**src/hw/rx_link_mode_pkg.sv**
```systemverilog
// Constants and helpers for the receiver link mode register block.
// Assumes one 40 MHz core clock and an 8-bit register port.
package rx_link_mode_pkg;

   // Register map and field layout
   localparam logic [7:0] MODE_REG_OFFSET = 8'h23;
   localparam int         BIT_RATE_SEL    = 6;
   localparam int         BIT_AUTO_AUDIO  = 5;
   localparam int         BIT_FAST        = 4;
   localparam int         BIT_COAX        = 3;
   localparam int         BIT_REPEATER    = 2;
   localparam logic [7:0] READ_MASK       = 8'h7c;

   // Reset values; fast, coax and repeater are replaced by the strap load
   localparam logic RST_RATE_SEL   = 1'h0;
   localparam logic RST_AUTO_AUDIO = 1'h1;
   localparam logic RST_FAST       = 1'h0;
   localparam logic RST_COAX       = 1'h0;
   localparam logic RST_REPEATER   = 1'h0;

   // Decoded strap options of the first mode-select pin
   localparam int STRAP_COAX     = 0;
   localparam int STRAP_FAST     = 1;
   localparam int STRAP_REPEATER = 2;

   // Back-channel rate codes
   localparam logic [1:0] RATE_5M  = 2'h0;
   localparam logic [1:0] RATE_10M = 2'h1;
   localparam logic [1:0] RATE_20M = 2'h2;

   // Timing
   localparam int CORE_CLK_HZ    = 40_000_000;
   localparam int CORE_PERIOD_NS = 25;
   localparam int BC_5M_HZ       = 5_000_000;
   localparam int BC_10M_HZ      = 10_000_000;
   localparam int BC_20M_HZ      = 20_000_000;
   localparam logic [3:0] DIV_5M  = 4'(CORE_CLK_HZ / BC_5M_HZ);
   localparam logic [3:0] DIV_10M = 4'(CORE_CLK_HZ / BC_10M_HZ);
   localparam logic [3:0] DIV_20M = 4'(CORE_CLK_HZ / BC_20M_HZ);
   localparam int BC_SETTLE_NS  = 2000;
   localparam logic [7:0] BC_SETTLE_CYC =
      8'((BC_SETTLE_NS + CORE_PERIOD_NS - 1) / CORE_PERIOD_NS);
   localparam logic [1:0] STRAP_WAIT_CYC = 2'h3;

   function automatic logic [1:0] rateCode(input logic fast, input logic sel);
      if (fast)
         return RATE_20M;
      return sel ? RATE_10M : RATE_5M;
   endfunction

   function automatic logic [3:0] rateDivisor(input logic [1:0] rate);
      case (rate)
         RATE_20M: return DIV_20M;
         RATE_10M: return DIV_10M;
         default:  return DIV_5M;
      endcase
   endfunction

endpackage

```
**src/hw/bc_rate_if.sv**
```systemverilog
// Carries the selected back-channel rate to the bit-clock divider.
// Assumes both ends run on the core clock.
interface bc_rate_if;
   logic [1:0] rate;
   logic       tick;
   modport ctl (output rate, input tick);
   modport gen (input rate, output tick);
endinterface

```
**src/hw/bc_rate_divider.sv**
```systemverilog
// Back-channel bit-rate enable generator.
// Assumes rate is a registered code from the mode register block.
module bc_rate_divider
   import rx_link_mode_pkg::*;
(
   input  wire logic core_clk,
   input  wire logic resetn,
   bc_rate_if.gen    bcRate
);

   logic [3:0] divCnt_r;
   logic [1:0] lastRate_r;
   logic       tick_r;

   assign bcRate.tick = tick_r;

   // A new rate reloads at once, so no stretched bit mixes two rates
   always_ff @(posedge core_clk or negedge resetn) begin
      if (!resetn) begin
         divCnt_r   <= 4'h0;
         lastRate_r <= RATE_5M;
         tick_r     <= 1'b0;
      end else if (bcRate.rate != lastRate_r) begin
         lastRate_r <= bcRate.rate;
         divCnt_r   <= rateDivisor(bcRate.rate) - 4'h1;
         tick_r     <= 1'b0;
      end else if (divCnt_r == 4'h0) begin
         divCnt_r <= rateDivisor(bcRate.rate) - 4'h1;
         tick_r   <= 1'b1;
      end else begin
         divCnt_r <= divCnt_r - 4'h1;
         tick_r   <= 1'b0;
      end
   end

endmodule

```
**src/hw/receiver_link_mode_register.sv**
```systemverilog
// Receiver link mode register: back-channel rate, cable type, automatic
// audio format and repeater strap status, with strap load after reset.
// Assumes a one-cycle register port on core_clk and an asynchronous strap pin.
//
// Implementation choices: the address map and the strobed register port.

// Notes on behaviour
// - Fast clear: select 0 is 5M, 1 is 10M
// - Fast set: 20M, select ignored
// - Rate change flags a brief error window
// - Auto audio takes mode from aux codes, resets 1
// - Cable bit: 0 twisted pair, 1 coax
// - Fast bit loads from strap, stays writable
// - Cable bit loads from strap, stays writable
// - Read-only repeater flag from strap
// - Register answers at offset 0x23
module receiver_link_mode_register
   import rx_link_mode_pkg::*;
(
   input  wire logic       core_clk,
   input  wire logic       resetn,
   input  wire logic [7:0] regAddr,
   input  wire logic [7:0] regWrData,
   input  wire logic       regWrEn,
   input  wire logic       regRdEn,
   output logic      [7:0] regRdData,
   input  wire logic [2:0] strapConfigPinOne,
   input  wire logic       auxCodeValid,
   input  wire logic [1:0] auxAudioCode,
   input  wire logic [1:0] manualAudioMode,
   output logic      [1:0] backChannelRate,
   output logic            backChannelTick,
   output logic            backChannelSettling,
   output logic            cableCoax,
   output logic            autoAudioEn,
   output logic      [1:0] audioMode,
   output logic            repeaterStrapped,
   output logic            strapLoaded
);

   typedef enum logic {ST_SETTLE, ST_RUN} strap_state_type;

   strap_state_type strapState_r;

   logic [2:0] strapSync1_r;
   logic [2:0] strapSync2_r;
   logic [2:0] strapSync3_r;
   logic [1:0] strapWait_r;
   logic       strapStable;
   logic       strapLoadNow;

   logic       rateSel_r;
   logic       fast_r;
   logic       autoAudio_r;
   logic       coax_r;
   logic       repeater_r;
   logic       loaded_r;
   logic [7:0] rdData_r;
   logic       wrHit;
   logic       rdHit;
   logic [7:0] modeValue;

   logic [1:0] rate_r;
   logic [1:0] rateNxt;
   logic [7:0] settleCnt_r;
   logic       settling_r;
   logic [1:0] audioMode_r;

   bc_rate_if bcRate ();

   // Strap pin crossing: three flops, the first feeds only the second
   always_ff @(posedge core_clk or negedge resetn) begin
      if (!resetn) begin
         strapSync1_r <= 3'h0;
         strapSync2_r <= 3'h0;
         strapSync3_r <= 3'h0;
      end else begin
         strapSync1_r <= strapConfigPinOne;
         strapSync2_r <= strapSync1_r;
         strapSync3_r <= strapSync2_r;
      end
   end

   assign strapStable  = (strapSync2_r == strapSync3_r);
   assign strapLoadNow = (strapState_r == ST_SETTLE) &&
                         (strapWait_r == STRAP_WAIT_CYC) && strapStable;

   // Wait until the pin has really reached the third flop before loading
   always_ff @(posedge core_clk or negedge resetn) begin
      if (!resetn) begin
         strapState_r <= ST_SETTLE;
         strapWait_r  <= 2'h0;
         loaded_r     <= 1'b0;
      end else begin
         case (strapState_r)
            ST_SETTLE: begin
               if (strapWait_r != STRAP_WAIT_CYC)
                  strapWait_r <= strapWait_r + 2'h1;
               if (strapLoadNow) begin
                  strapState_r <= ST_RUN;
                  loaded_r     <= 1'b1;
               end
            end
            ST_RUN: begin
               loaded_r <= 1'b1;
            end
            default: begin
               strapState_r <= ST_SETTLE;
               strapWait_r  <= 2'h0;
               loaded_r     <= 1'b0;
            end
         endcase
      end
   end

   // Writes before the strap load would be lost to it, so they are refused
   assign wrHit = regWrEn && (regAddr == MODE_REG_OFFSET) && loaded_r;
   assign rdHit = regRdEn && (regAddr == MODE_REG_OFFSET);

   always_ff @(posedge core_clk or negedge resetn) begin
      if (!resetn) begin
         rateSel_r   <= RST_RATE_SEL;
         autoAudio_r <= RST_AUTO_AUDIO;
      end else if (wrHit) begin
         rateSel_r   <= regWrData[BIT_RATE_SEL];
         autoAudio_r <= regWrData[BIT_AUTO_AUDIO];
      end
   end

   // Fast and cable bits: strap at load time, software afterwards
   always_ff @(posedge core_clk or negedge resetn) begin
      if (!resetn) begin
         fast_r <= RST_FAST;
         coax_r <= RST_COAX;
      end else if (strapLoadNow) begin
         fast_r <= strapSync3_r[STRAP_FAST];
         coax_r <= strapSync3_r[STRAP_COAX];
      end else if (wrHit) begin
         fast_r <= regWrData[BIT_FAST];
         coax_r <= regWrData[BIT_COAX];
      end
   end

   // Repeater flag only ever comes from the strap
   always_ff @(posedge core_clk or negedge resetn) begin
      if (!resetn)
         repeater_r <= RST_REPEATER;
      else if (strapLoadNow)
         repeater_r <= strapSync3_r[STRAP_REPEATER];
   end

   always_comb begin
      modeValue                 = 8'h00;
      modeValue[BIT_RATE_SEL]   = rateSel_r;
      modeValue[BIT_AUTO_AUDIO] = autoAudio_r;
      modeValue[BIT_FAST]       = fast_r;
      modeValue[BIT_COAX]       = coax_r;
      modeValue[BIT_REPEATER]   = repeater_r;
   end

   // Read data stands for one cycle only; unmapped addresses read zero
   always_ff @(posedge core_clk or negedge resetn) begin
      if (!resetn)
         rdData_r <= 8'h00;
      else if (rdHit)
         rdData_r <= modeValue & READ_MASK;
      else
         rdData_r <= 8'h00;
   end

   // The 20M setting relies on the partner not being an older serializer
   assign rateNxt = rateCode(fast_r, rateSel_r);

   always_ff @(posedge core_clk or negedge resetn) begin
      if (!resetn)
         rate_r <= RATE_5M;
      else
         rate_r <= rateNxt;
   end

   // Errors are expected on the back channel for a while after a change;
   // a remote partner must be in auto-acknowledge before it writes
   always_ff @(posedge core_clk or negedge resetn) begin
      if (!resetn) begin
         settleCnt_r <= 8'h00;
         settling_r  <= 1'b0;
      end else if (rateNxt != rate_r) begin
         settleCnt_r <= BC_SETTLE_CYC;
         settling_r  <= 1'b1;
      end else if (settleCnt_r != 8'h00) begin
         settleCnt_r <= settleCnt_r - 8'h01;
         settling_r  <= (settleCnt_r != 8'h01);
      end
   end

   // Audio format follows aux codes when automatic, else the manual input
   always_ff @(posedge core_clk or negedge resetn) begin
      if (!resetn)
         audioMode_r <= 2'h0;
      else if (!autoAudio_r)
         audioMode_r <= manualAudioMode;
      else if (auxCodeValid)
         audioMode_r <= auxAudioCode;
   end

   assign bcRate.rate = rate_r;

   bc_rate_divider rateDivider (
      .core_clk (core_clk),
      .resetn   (resetn),
      .bcRate   (bcRate.gen)
   );

   assign regRdData           = rdData_r;
   assign backChannelRate     = rate_r;
   assign backChannelTick     = bcRate.tick;
   assign backChannelSettling = settling_r;
   assign cableCoax           = coax_r;
   assign autoAudioEn         = autoAudio_r;
   assign audioMode           = audioMode_r;
   assign repeaterStrapped    = repeater_r;
   assign strapLoaded         = loaded_r;

   // Checks

   chk_rate_slow: assert property (
      @(posedge core_clk) disable iff (!resetn)
      !fast_r |=> rate_r == ($past(rateSel_r) ? RATE_10M : RATE_5M))
      else $error("slow back-channel rate wrong for select bit");

   chk_rate_fast: assert property (
      @(posedge core_clk) disable iff (!resetn)
      fast_r |=> rate_r == RATE_20M)
      else $error("fast bit did not force the 20M rate");

   chk_settle_window: assert property (
      @(posedge core_clk) disable iff (!resetn)
      (rateNxt != rate_r) |=> settling_r [*8])
      else $error("settling flag too short after a rate change");

   chk_auto_audio: assert property (
      @(posedge core_clk) disable iff (!resetn)
      autoAudio_r && auxCodeValid |=> audioMode_r == $past(auxAudioCode))
      else $error("automatic audio mode did not follow aux code");

   chk_cable_readback: assert property (
      @(posedge core_clk) disable iff (!resetn)
      rdHit |=> rdData_r[BIT_COAX] == $past(coax_r))
      else $error("cable bit read back differs from cable setting");

   chk_strap_load: assert property (
      @(posedge core_clk) disable iff (!resetn)
      $rose(loaded_r) |-> fast_r == $past(strapSync3_r[STRAP_FAST]) &&
                          coax_r == $past(strapSync3_r[STRAP_COAX]))
      else $error("strap values not loaded into fast or cable bit");

   chk_repeater_ro: assert property (
      @(posedge core_clk) disable iff (!resetn)
      loaded_r && $past(loaded_r) |-> $stable(repeater_r))
      else $error("repeater flag changed after strap load");

   chk_reserved_zero: assert property (
      @(posedge core_clk) disable iff (!resetn)
      regRdEn |=> (rdData_r & ~READ_MASK) == 8'h00)
      else $error("reserved bits read as nonzero");

   chk_offset_only: assert property (
      @(posedge core_clk) disable iff (!resetn)
      regRdEn && regAddr != MODE_REG_OFFSET |=> rdData_r == 8'h00)
      else $error("unmapped address returned data");

   chk_read_idle: assert property (
      @(posedge core_clk) disable iff (!resetn)
      !regRdEn |=> rdData_r == 8'h00)
      else $error("read data did not return to zero");

   chk_repeater_write: assert property (
      @(posedge core_clk) disable iff (!resetn)
      wrHit |=> $stable(repeater_r))
      else $error("write changed the repeater flag");

   chk_write_effect: assert property (
      @(posedge core_clk) disable iff (!resetn)
      wrHit |=> rateSel_r == $past(regWrData[BIT_RATE_SEL]) &&
                autoAudio_r == $past(regWrData[BIT_AUTO_AUDIO]))
      else $error("write at the mode offset did not take effect");

   cov_fast_rate: cover property (
      @(posedge core_clk) disable iff (!resetn) rate_r == RATE_20M);

   cov_rate_change: cover property (
      @(posedge core_clk) disable iff (!resetn) $rose(settling_r));

   cov_auto_audio: cover property (
      @(posedge core_clk) disable iff (!resetn) autoAudio_r && auxCodeValid);

   cov_strap_load: cover property (
      @(posedge core_clk) disable iff (!resetn) $rose(loaded_r));

endmodule

```
**config.mk**
```make
export PLATFORM = sky130hd
export DESIGN_NAME = receiver_link_mode_register
export DESIGN_NICKNAME = d
export VERILOG_FILES = /design/src/hw/rx_link_mode_pkg.sv /design/src/hw/bc_rate_if.sv /design/src/hw/bc_rate_divider.sv /design/src/hw/receiver_link_mode_register.sv
export SDC_FILE = /design/constraint.sdc
export NUM_CORES = 1
export LEC_CHECK = 0
export ABC_AREA = 1
export BUFFER_PORTS_ARGS = -buffer_cell sky130_fd_sc_hd__clkbuf_2
export CAP_MARGIN = 20
export CORE_UTILIZATION = 48
export DETAILED_ROUTE_END_ITERATION = 10
export PLACE_DENSITY_LB_ADDON = 0.3
export SLEW_MARGIN = 10
export SYNTH_ARGS = -nofsm -noshare
export SYNTH_HDL_FRONTEND = slang
export SYNTH_SLANG_ARGS = --single-unit
```
**constraint.sdc**
```tcl
create_clock -name core_clk -period 1.15 [get_ports core_clk]
set_input_delay 0.23 -clock core_clk [delete_from_list [all_inputs] [get_ports core_clk]]
set_output_delay 0.23 -clock core_clk [all_outputs]
set_load 0.1 [all_outputs]
```
# After elaboration in Yosys (flattened, before gate mapping)

Index checks and enable logic that the tools add are counted.
W data, S select, Z words.

$add $sub $neg: 5
Eq/ne operators: 11
Multiplexer cells: 27
Bitwise operators: 1
Reduce and logical (&&, ||, !) cells: 10

Operators by type and width:

| operator              | count |
|---|---|
| $mux W4               | 5 |
| $mux W8               | 2 |
| $mux W1               | 13 |
| $sub A4 B1 Y4 const B | 3 |
| $eq A8 B6 Y1 const B  | 1 |
| $mux W2               | 4 |
| $ne A8 B1 Y1 const B  | 1 |
| $pmux W4 S2           | 1 |
| $reduce_bool A8 Y1    | 1 |
| $sub A8 B1 Y8 const B | 1 |
| $mux W7               | 1 |
| $ne A2 B2 Y1 const B  | 3 |
| $logic_and A1 B1 Y1   | 5 |
| $eq A2 B2 Y1 const B  | 2 |
| $logic_not A4 Y1      | 1 |
| $ne A2 B2 Y1          | 2 |
| $reduce_bool A2 Y1    | 2 |
| $eq A3 B3 Y1          | 1 |
| $add A2 B1 Y2 const B | 1 |
| $eq A2 B1 Y1 const B  | 1 |
| $pmux W1 S2           | 1 |
| $reduce_and A2 Y1     | 1 |
| $not A1 Y1            | 1 |

Register bits after elaboration: 46
Input bits: 28
Output and inout bits: 18

# Depth between registers and ports, before layout

Gate-level depths: netlist of run 1.

Depth in word-level cells: 7
Mapped depth: 10
Depth with buffers taken out: 10

# Modules after synthesis

Synthesis of run 1 repeated with hierarchy kept, for this count alone.

Cell total of the unflattened synthesis: 244
Area total of the unflattened synthesis: 2045.7 µm²

Modules (own cells, without submodules):

| module                      | times used | cells each | area each (µm²) | seq. area each (µm²) |
|---|---|---|---|---|
| receiver_link_mode_register | 1          | 187        | 1631.6          | 902.1 |
| bc_rate_divider             | 1          | 57         | 414.1           | 175.2 |

# Least setup slack after synthesis of run 1

No wires, ideal clock.

Path kind: reg-to-reg
Start point: reg rate_r[0] (netlist: backChannelRate[0])
End point: reg rateDivider.divCnt_r[2]
Setup time: 0.117 ns
Arrival time: 1.774 ns
Required time: 1.033 ns
Slack: -0.741 ns
Stages on the path, launching flop included: 7
Buffers on the path: 0
Period minus slack after synthesis: 1.891 ns
Cell sequence: dfrtp_1 -> inv_1 -> ha_1 -> o211ai_1 -> o21ai_0 -> nand2_1 -> nand2_1

Word-level cells in the longest chain between the ends: 7
Elaborated cells on any way between the ends: 11

Ends and longest elaborated chain:

| element                                             | line                               | source |
|---|---|---|
| start, declared                                     | receiver_link_mode_register.sv:63  | `logic [1:0] rate_r;` |
| start signal, assigned                              | receiver_link_mode_register.sv:178 | `rate_r <= rateNxt;` |
| $eq A2 B1 Y1 / $eq A2 B2 Y1 (equally long branches) | rx_link_mode_pkg.sv:52             | `case (rate)` |
| $pmux W4 S2                                         | rx_link_mode_pkg.sv:52             |  |
| $mux W4                                             | bc_rate_divider.sv:27              | `end else if (divCnt_r == 4'h0) begin` |
| $mux W4                                             | bc_rate_divider.sv:23              | `end else if (bcRate.rate != lastRate_r) begin` |
| $sub A4 B1 Y4                                       | bc_rate_divider.sv:28              | `divCnt_r <= rateDivisor(bcRate.rate) - 4'h1;` |
| $mux W4                                             | bc_rate_divider.sv:27              |  |
| $mux W4 *                                           | bc_rate_divider.sv:23              |  |
| end signal, assigned                                | bc_rate_divider.sv:25              | `divCnt_r <= rateDivisor(bcRate.rate) - 4'h1;` |
| end signal, assigned                                | bc_rate_divider.sv:28              |  |
| end signal, assigned                                | bc_rate_divider.sv:31              | `divCnt_r <= divCnt_r - 4'h1;` |
| end, declared                                       | bc_rate_divider.sv:11              | `logic [3:0] divCnt_r;` |

Every way passes the cells marked *; elsewhere a longest branch is shown, timed or not. The select of a mux whose other input is x is not followed.
A chain may end at the register's enable or synchronous reset.

# Worst setup path in the final report of run 1

Start point: reg strapWait_r[0]
End point: reg coax_r (netlist: cableCoax)

Word-level cells in the longest chain between the ends: 4
Elaborated cells on any way between the ends: 5

Ends and longest elaborated chain:

| element                                              | line                               | source |
|---|---|---|
| start, declared                                      | receiver_link_mode_register.sv:48  | `logic [1:0] strapWait_r;` |
| start signal, assigned                               | receiver_link_mode_register.sv:98  | `strapWait_r <= strapWait_r + 2'h1;` |
| $eq A2 B2 Y1 *                                       | receiver_link_mode_register.sv:86  | `(strapWait_r == STRAP_WAIT_CYC) && strapStable;` |
| $logic_and A1 B1 Y1 *                                | receiver_link_mode_register.sv:85  | `assign strapLoadNow = (strapState_r == ST_SETTLE) &&` |
| $logic_and A1 B1 Y1 *                                | receiver_link_mode_register.sv:86  |  |
| $mux W1 / $reduce_bool A2 Y1 (equally long branches) | --                                 |  |
| end signal, assigned                                 | receiver_link_mode_register.sv:137 | `coax_r <= strapSync3_r[STRAP_COAX];` |
| end signal, assigned                                 | receiver_link_mode_register.sv:140 | `coax_r <= regWrData[BIT_COAX];` |
| end, declared                                        | receiver_link_mode_register.sv:55  | `logic coax_r;` |

Every way passes the cells marked *; elsewhere a longest branch is shown, timed or not.

==> results of run 1 <==
[metal layers]
layer,GRT usage (%),wire [um]
met5,0,0
met4,13.0,168
met3,6.55,316
met2,44.4,3230
met1,29.5,2530
[kinds of logic after synthesis]
| group | after synthesis |
|---|---|
| AOI/OAI and AO/OA | 11 |
| xor gates and xnor gates | 7 |
| adders and majority gates | 6 |
| buffers and inverters | 47 |
| DFF | 43 |
| muxes | 1 |
| other | 1 |
| and+or+nand+nor | 104 |
[power groups by stage]
stage | logic, mW | registers [mW] | clock network, mW
after global placement | 2.66 | 2.10 | 0
after detailed placement | 2.75 | 2.11 | 0
after global routing | 4.79 | 2.21 | 1.13
final | 4.54 | 2.19 | 1.08
after floorplan | 1.22 | 2.55 | 0
after CTS | 3.31 | 2.10 | 1.05
[cell type report]
cell class                      count  area, sq um
Timing Repair Buffer               90          857
Sequential cell                    43         1100
Fill cell                         166          492
Inverter                           42          168
Tap cell                           48         60.1
Multi-Input combinational cell    132         1020
Clock buffer                        8          100
[state kept, by name, indices dropped and copies added, names as in the netlist, 2 cells and up]
| name | cells |
|---|---|
| strapSync3_r | 3 |
| strapSync1_r | 3 |
| backChannelRate | 2 |
| rateDivider.divCnt_r | 4 |
| rateDivider.lastRate_r | 2 |
| strapWait_r | 2 |
| audioMode | 2 |
| strapSync2_r | 3 |
| settleCnt_r | 8 |
| regRdData | 5 |
[worst max-delay path, stage by stage (launching register included)]
cell	delay [ns]
dfrtp_1	0.38
ha_2	0.21
inv_2	0.05
nor2_4	0.11
nand2_2	0.07
nor2_4	0.11
buf_4	0.14
nand3_1	0.09
nand3_1	0.12
nand2_1	0.07
[cells in the final DEF, fill, tap and decap left out, types with 8 or more instances in the layout]
cell type / n
buf_12: 15
buf_4: 38
buf_6: 13
clkbuf_2: 23
dfrtp_1: 31
dfrtp_2: 8
inv_1: 29
inv_2: 9
nand2_1: 33
nand2_2: 14
nand3_1: 14
nor2_1: 15
nor2_4: 8
[what timing repair did]
| item | CTS | global route |
|---|---|---|
| setup endpoints to repair | 23 | 30 |
| buffers inserted | 11 | 12 |
| gates resized for setup | 39 | 59 |
| pin swaps | 12 | 27 |
| hold buffers | 1 | 0 |
| hold endpoints to repair | 5 | 0 |
[how the worst max path moves through the flow]
| stage | from | end | slack (ns) | depth (start not counted) |
|---|---|---|---|---|
| 6_report | strapWait_r[0]$_DFFE_PN0P_ | cableCoax$_DFFE_PN0P_ | -0.31 | 9 |
| 4_1_cts | backChannelRate[0]$_DFF_PN0_ | backChannelRate[0] | -0.19 | 2 |
| 2_1_floorplan | backChannelRate[1]$_DFF_PN0_ | rateDivider.divCnt_r[1]$_DFF_PN0_ | -0.23 | 5 |
| 5_1_grt | strapWait_r[0]$_DFFE_PN0P_ | fast_r$_DFFE_PN0P_ | -0.39 | 10 |
| 3_3_place_gp | settleCnt_r[0]$_DFFE_PN0P_ | settleCnt_r[0]$_DFFE_PN0P_ | -0.16 | 7 |
| 3_5_place_dp | settleCnt_r[0]$_DFFE_PN0P_ | settleCnt_r[1]$_DFFE_PN0P_ | -0.21 | 8 |
[metrics by stage]
step,power (mW),std cells,util [%],area [sq um],hold slack [ns]
after floorplan,3.77,222,-,2010,-0.0656
after global placement,4.76,335,71.0,2700,0.0830
after detailed placement,4.86,335,71.0,2700,0.0844
after CTS,6.46,353,79.3,3010,0.0377
after global routing,8.13,363,87.1,3310,0.0272
final,7.82,363,87.1,3310,0.0308
==> results.toml, run 1 <==
[synthesis]
synth_top_area_share_pct = 53.6
netlist_top_cells_count = "nand2_1, dfrtp_1, inv_1"
ys_warn_count = 0
yosysMostFrequentCell = "nand2_1"
postSynthCellCount = 220
seq_area_frac_synth_pct = 55.0
synth-simple-area-share_pct = 24.3
synth-xor-area-share_pct = 3.13
netlist-cell-type-count = 29
synth_area_leaders = "dfrtp_1, nand2_1, inv_1"
synth_seq_cells = 43
ys_async_sr_fraction_pct = 100
yosysTopAreaCell = "dfrtp_1"
syn_area_sq_um = 1960
synth_compound_area_share_pct = 3.38
yosys.area_share.adder_pct = 3.83
yosys-mux-area-fraction_pct = 0.575
syn_avg_cell_area_sq_um = 8.91
synth-edff-count = 0
synth_top_family_by_area = "simple AND/OR/NAND/NOR gates"
synthFlopType = "dfrtp_1"

[timing]
rsz0062_at_grt = "true"
hold_viol = 0
fin_crit_ns = 1.46
slew_violations = 0
fmax_ghz = 0.683
skew_ns = 0.0100
finalSetupViolCount = 25
finalSetupTns_ns = -4.67
worst_slack_ns = -0.315
period_share_pct = 127

[pwr]
p_int_mw = 4.42
pwr_density_cell_nw_per_um2 = 2370
clockPowerShare_pct = 13.8
seq_power_share_pct = 28.1
combPwrFrac_pct = 58.1
swShare_pct = 43.5
ir_drop_uv = 1810
power_switching_mw = 3.41
leakage_nw = 1.64

[routing]
drc = 0
avgViaCountPerCell = 5.25
detail-route-antenna-nets = 0
totalWireLength_mm = 6.24
dr.pass1.iters = 4
wl_per_cell_um = 17.2
drt_iter0_drc = 173
dr_total_vias = 1905

[floorplan]
core_sq_um = 3800
start_util_pct = 51.6
die_y_um = 65.9
dieArea_sq_um = 4340
io_pins = 46
placementRows = 22
die_w_um = 65.9

[worst_setup_path]
regToRegEndpoint = "cableCoax$_DFFE_PN0P_"
cp_data_required_time_ns = 1.34
crit_fanout = 2
critPathKind = "reg2reg"
rrSetupSlack_ns = -0.31
cp.arrival_ns = 1.66
startpoint_type = "flop"
timing.rr.start = "strapWait_r[0]$_DFFE_PN0P_"
timing.critical_path.to_type = "flop"
r2r_cells = 9

[place]
place_ws_ns = -0.207
gp_congestion = 0.854
dpl.hpwl_mm = 2.86
numPortBuffers = 38

[finish]
antenna_cells = 0
syn_to_final_growth_pct = 68.8
final_net_count = 348
drive_gt1_share_pct = 55.9

[status]
violations = "setup timing"
status = "complete, but fails checks"

[global_routing]
grt_max_degree = 21
grt_pass1_wl_mm = 8.14
grt_pass1_vias = 1820
overflow = 0
grt_usage_pct = 25.8
antenna_found_initial = 0

[clock_network]
worstSkewPairLatency_ns = 0.31
cts_buffers = 5
cts-htree-levels = 2
clk_pin_slew_ns = 0.08
ctsLongestPathBuffers = 2
cts_root_buf = "clkbuf_8"
cts.sinks = 43
cts_tree = "done"

[hold_path]
hold_class = "in2reg"
holdPathEnd = "strapSync1_r[1]$_DFF_PN0_"
min_from = "strapConfigPinOne[1]"
whs_path_depth = 1

[job]
cap_violations = 0
Power figures use the tool's default switching activity.
==> run 2, diff against run 1 <==
--- a/config.mk
+++ b/config.mk
@@ -11,6 +11,7 @@
 export CORE_UTILIZATION = 48
 export DETAILED_ROUTE_END_ITERATION = 10
 export PLACE_DENSITY_LB_ADDON = 0.3
+export SKIP_LAST_GASP = 1
 export SLEW_MARGIN = 10
 export SYNTH_ARGS = -nofsm -noshare
 export SYNTH_HDL_FRONTEND = slang
==> run 2 against run 1 <==
Against the previous run:
- the flow still finishes with violations (setup timing)
- first-iteration DRC count decreased by 49%
- clock skew is 0.0022 ns lower
- wire length down 14%
- clock power barely moved
- critical path depth is 1 higher
- sequential share of layout area is 1.4 points higher
- largest cell class unchanged
- highest routed layer unchanged
==> results.toml, run 2 (synthesis results as in run 1) <==
[clock_network]
cts.sinks = 43
cts_buffers = 5
worstSkewPairLatency_ns = 0.30
ctsLongestPathBuffers = 2
cts_tree = "done"
clk_pin_slew_ns = 0.08
cts_root_buf = "clkbuf_8"
cts-htree-levels = 2

[worst_setup_path]
path_delay_family = "simple AND/OR/NAND/NOR gates"
cpPeakStageDelay_ns = 0.38
startpoint_type = "flop"
cp.arrival_ns = 1.60
timing.critical_path.to_type = "flop"
critPathSlowestCell = "dfrtp_1"
cp_data_required_time_ns = 1.34
critPathBufInv = 2
crit_fanout = 6
crit_chain = "ha_2 -> inv_2 -> nor2_4 -> nand2_2 -> nor2_4 -> nand2_4 -> nand2_2 -> inv_2 -> nand2_1 -> nand2_1"
critPathKind = "reg2reg"

[floorplan]
io_pins = 46
start_util_pct = 51.6
die_y_um = 65.9
die_w_um = 65.9
placementRows = 22
dieArea_sq_um = 4340
core_sq_um = 3800

[routing]
drt_iter0_drc = 88
detail-route-antenna-nets = 0
avgViaCountPerCell = 5.03
wl_met1_mm = 2.07
totalWireLength_mm = 5.34
dr_total_vias = 1804
wl_met2_mm = 2.72
wl_per_cell_um = 14.9
dr.pass1.iters = 4
met3WireLength_um = 352
topRoutingLayerUsed = "met4"
drc = 0

[timing]
worst_slack_ns = -0.255
finalSetupViolCount = 25
rsz0062_at_grt = "true"
hold_viol = 0
fin_crit_ns = 1.40
period_share_pct = 122
fmax_ghz = 0.712
slew_violations = 0
skew_ns = 0.00779

[finish]
stdcell_area_sq_um = 3170
fillerInstances = 200
multi_input_comb_area_sq_um = 936
syn_to_final_growth_pct = 62.0
drive_gt1_share_pct = 51.4
final_common_cell = "buf_4"
post-route-util_pct = 83.6
regArea_sq_um = 1100
final_net_count = 344
largest_register_ffs = 8
antenna_cells = 0
top_register = "settleCnt_r"
mostFrequentLayoutCells = "buf_4, nand2_1, dfrtp_1, inv_1, clkbuf_2"

[pwr]
ir_drop_uv = 1750
leakage_nw = 1.60
pwr_density_cell_nw_per_um2 = 2250

[status]
violations = "setup timing"
status = "complete, but fails checks"

[global_routing]
antenna_found_initial = 0
grt_usage_pct = 25.4
overflow = 0
grt_pass1_wl_mm = 8.01
grt_max_degree = 21
grt_pass1_vias = 1843

[place]
dpl_cell_area_sq_um = 2700
dpl.hpwl_mm = 2.86
numPortBuffers = 38
gp_congestion = 0.854

[hold_path]
hold_class = "in2reg"

[job]
cap_violations = 0
-- run 2: routing by layer --
layer,vias up,track usage [%]
met5,-,0
met4,0,15.2
met3,24,7.07
met2,77,42.5
met1,863,28.6
li1,840,-
-- run 2: area by class of cell --
type	count	share of cell area, %
multi-input cells	132	29.5
clock buffers	8	3.15
repair buffers	86	25.6
flip-flops and latches	43	34.7
inverters	42	5.20
well taps	48	1.89
-- run 2: worst paths after layout --
check | cells after the start | slack (ns) | endpoint | start
min in group asynchronous | 2 | 0.31 | regRdData[2]$_DFF_PN0_ | resetn
hold / removal | 1 | 0.04 | strapSync1_r[1]$_DFF_PN0_ | strapConfigPinOne[1]
setup / recovery | 10 | -0.25 | fast_r$_DFFE_PN0P_ | strapWait_r[0]$_DFFE_PN0P_
setup reg to reg | 10 | -0.25 | fast_r$_DFFE_PN0P_ | strapWait_r[0]$_DFFE_PN0P_
max in group asynchronous | 3 | 0.33 | backChannelRate[1]$_DFF_PN0_ | resetn
hold reg to reg | 0 | 0.36 | strapSync2_r[0]$_DFF_PN0_ | strapSync1_r[0]$_DFF_PN0_
-- run 2: where the power goes --
part           total [mW]  leakage (nW)  internal (mW)  switching [mW]
registers            2.15         0.508           1.85           0.309
logic                3.94          1.04           1.70            2.25
clock network        1.05        0.0515          0.548           0.504
-- run 2: worst register-to-register path: stages, from the launching register on --
cell and delay (ns):
dfrtp_1 0.38, ha_2 0.21, inv_2 0.05, nor2_4 0.10, nand2_2 0.07, nor2_4 0.12
nand2_4 0.10, nand2_2 0.11, inv_2 0.05, nand2_1 0.05, nand2_1 0.05
-- run 2: repair_timing --
action                     4_1_cts  5_1_grt
gates cloned                     0        0
setup buffers                   11        8
pin swaps                       12       24
resized for setup               36       40
hold endpoints to repair         5        0
hold buffers                     1        0
setup endpoints to repair       23       30
-- run 2: per-stage QoR --
step	TNS (ns)	instances	hold WS, ns	setup slack [ns]	total power, mW
after floorplan	-2.66	222	-0.0656	-0.234	3.77
after global placement	-1.72	335	0.0830	-0.157	4.76
after detailed placement	-2.14	335	0.0844	-0.207	4.86
after CTS	-2.56	353	0.0377	-0.190	6.43
after global routing	-5.21	359	0.0298	-0.324	7.49
final	-3.92	359	0.0374	-0.255	7.15
==> run 3, diff against run 2 <==
--- a/config.mk
+++ b/config.mk
@@ -8,7 +8,7 @@
 export ABC_AREA = 1
 export BUFFER_PORTS_ARGS = -buffer_cell sky130_fd_sc_hd__clkbuf_2
 export CAP_MARGIN = 20
-export CORE_UTILIZATION = 48
+export CORE_UTILIZATION = 53
 export DETAILED_ROUTE_END_ITERATION = 10
 export PLACE_DENSITY_LB_ADDON = 0.3
 export SKIP_LAST_GASP = 1
==> constraint.sdc (replaced) <==
create_clock -name core_clk -period 1.4 [get_ports core_clk]
set_input_delay 0.28 -clock core_clk [delete_from_list [all_inputs] [get_ports core_clk]]
set_output_delay 0.28 -clock core_clk [all_outputs]
set_load 0.005 [all_outputs]
==> run 3 against run 2 <==
Against the previous run:
- the run now ends clean
- combinational power shrank 65%
- global-route usage shrank 5.1 points
- sequential share of layout area grew 9.7 points
- wire length shrank 33%
- die area shrank 9.2%
- clock power shrank 5%
- first-iteration DRC count grew 22%
- non-clock buffer count shrank 37
- setup slack gained 0.29 ns
- core utilization shrank 13 points
- critical path type unchanged
- largest cell class unchanged
==> results.toml, run 3 (synthesis results as in run 1) <==
[status]
status = "finished, final reports clean"

[clock_network]
cts_root_buf = "clkbuf_8"
clk_pin_slew_ns = 0.09
cts.sinks = 43
worstSkewPairLatency_ns = 0.30
cts_tree = "done"
ctsLongestPathBuffers = 2
cts_buffers = 5
cts-htree-levels = 2

[global_routing]
overflow = 0
grt_pass1_vias = 1473
grt_usage_pct = 20.2
antenna_found_initial = 0
grt_pass1_wl_mm = 6.09
grt_max_degree = 44

[routing]
detail-route-antenna-nets = 0
drc = 0
avgViaCountPerCell = 4.82
dr_total_vias = 1543
dr.pass1.iters = 4
drt_iter0_drc = 107
wl_per_cell_um = 11.1
totalWireLength_mm = 3.55

[timing]
finalSetupViolCount = 0
period_share_pct = 97.8
fmax_ghz = 0.730
fin_crit_ns = 1.37
skew_ns = 0.00903
hold_viol = 0
rsz0062_at_grt = "true"
slew_violations = 0

[worst_setup_path]
cp-startpoint = "settleCnt_r[4]$_DFFE_PN0P_"
cp.arrival_ns = 1.62
crit_fanout = 4
critPathKind = "reg2reg"
timing.rr.start = "settleCnt_r[4]$_DFFE_PN0P_"
startpoint_type = "flop"
cp_data_required_time_ns = 1.65
timing.critical_path.to_type = "flop"

[finish]
mostFrequentLayoutCells = "nand2_1, inv_1, dfrtp_1, clkbuf_2, nor2_1"
top_register = "settleCnt_r"
final_common_cell = "nand2_1"
drive_gt1_share_pct = 29.6
fillerInstances = 280
largest_register_ffs = 8
stdcell_area_sq_um = 2440
antenna_cells = 0
final_net_count = 307
post-route-util_pct = 70.8
syn_to_final_growth_pct = 24.4

[job]
cap_violations = 0

[place]
numPortBuffers = 38
dpl_cell_area_sq_um = 2230
gp_congestion = 0.846
dpl.hpwl_mm = 2.60

[pwr]
ir_drop_uv = 798
leakage_nw = 1.30
pwr_density_cell_nw_per_um2 = 1690

[floorplan]
start_util_pct = 56.9
die_y_um = 62.8
io_pins = 46
dieArea_sq_um = 3940
placementRows = 21
core_sq_um = 3440
die_w_um = 62.8

[hold_path]
min_from = "strapConfigPinOne[0]"
hold_class = "in2reg"
run 3: cell types whose count changed in the layout (fill, tap and decap cells not counted), sizes merged:
cell / previous run / this run
clkbuf: 31 / 44
bufinv: 0 / 1
buf: 62 / 10
clkinv: 0 / 1
run 3: layout make-up:
| cell class | instances | area, sq um | share of cell area [%] |
|---|---|---|---|
| clock buffers | 6 | 82.6 | 3.39 |
| clock inverters | 2 | 35.0 | 1.44 |
| flip-flops and latches | 43 | 1080 | 44.4 |
| well taps | 46 | 57.6 | 2.36 |
| repair buffers | 49 | 288 | 11.8 |
| inverters | 42 | 158 | 6.47 |
| multi-input cells | 132 | 734 | 30.1 |
run 3: layer usage:
layer | routed length, um | track usage (%) | part of all wire, % | vias to the layer above
met3 | 189 | 6.39 | 5.3 | 14
met4 | 109 | 10.5 | 3.1 | 0
met5 | 0 | 0 | 0 | -
met1 | 1550 | 24.6 | 44 | 711
li1 | - | - | - | 764
met2 | 1710 | 32.2 | 48 | 54
run 3: repair_timing:
item,CTS,global route
hold buffers,1,0
hold endpoints to repair,42,0
pin swaps,0,10
setup buffers,0,5
setup endpoints to repair,2,11
gates resized for setup,1,15
run 3: critical path, cell delays in order, from the launching register on:
cell and delay [ns]:
dfrtp_2 0.46, nor2_4 0.13, nand2_2 0.09, nor3_4 0.27, inv_2 0.09, nor2_4 0.14
nand2_1 0.07, nand2_1 0.05
run 3: report_power, final:
group | total [mW] | switching, mW | internal [mW] | leakage, nW
combinational | 1.39 | 0.805 | 0.586 | 0.728
clock | 1.00 | 0.426 | 0.577 | 0.0612
sequential | 1.72 | 0.220 | 1.50 | 0.511
run 3: final timing paths:
| check | to | slack [ns] | cells after the start |
|---|---|---|---|
| hold / removal | strapSync1_r[0]$_DFF_PN0_ | 0.09 | 1 |
| max in group asynchronous | autoAudioEn$_DFFE_PN1P_ | 0.65 | 3 |
| min in group asynchronous | rateDivider.bcRate.tick$_DFF_PN0_ | 0.49 | 3 |
| setup / recovery | settleCnt_r[1]$_DFFE_PN0P_ | 0.03 | 7 |
| hold reg to reg | strapSync2_r[1]$_DFF_PN0_ | 0.35 | 0 |
| setup reg to reg | settleCnt_r[1]$_DFFE_PN0P_ | 0.03 | 7 |
run 3: per-stage QoR:
stage               worst slack (ns)  setup TNS [ns]  power (mW)  cells  hold WS [ns]
floorplan                      0.121               0        2.63    222       -0.0156
global placement              0.0628               0        2.95    306         0.275
detailed placement           0.00609               0        3.02    306         0.275
CTS                          0.00576               0        4.03    315        0.0793
global route                 -0.0754          -0.240        4.42    320        0.0767
finish                        0.0305               0        4.11    320        0.0887
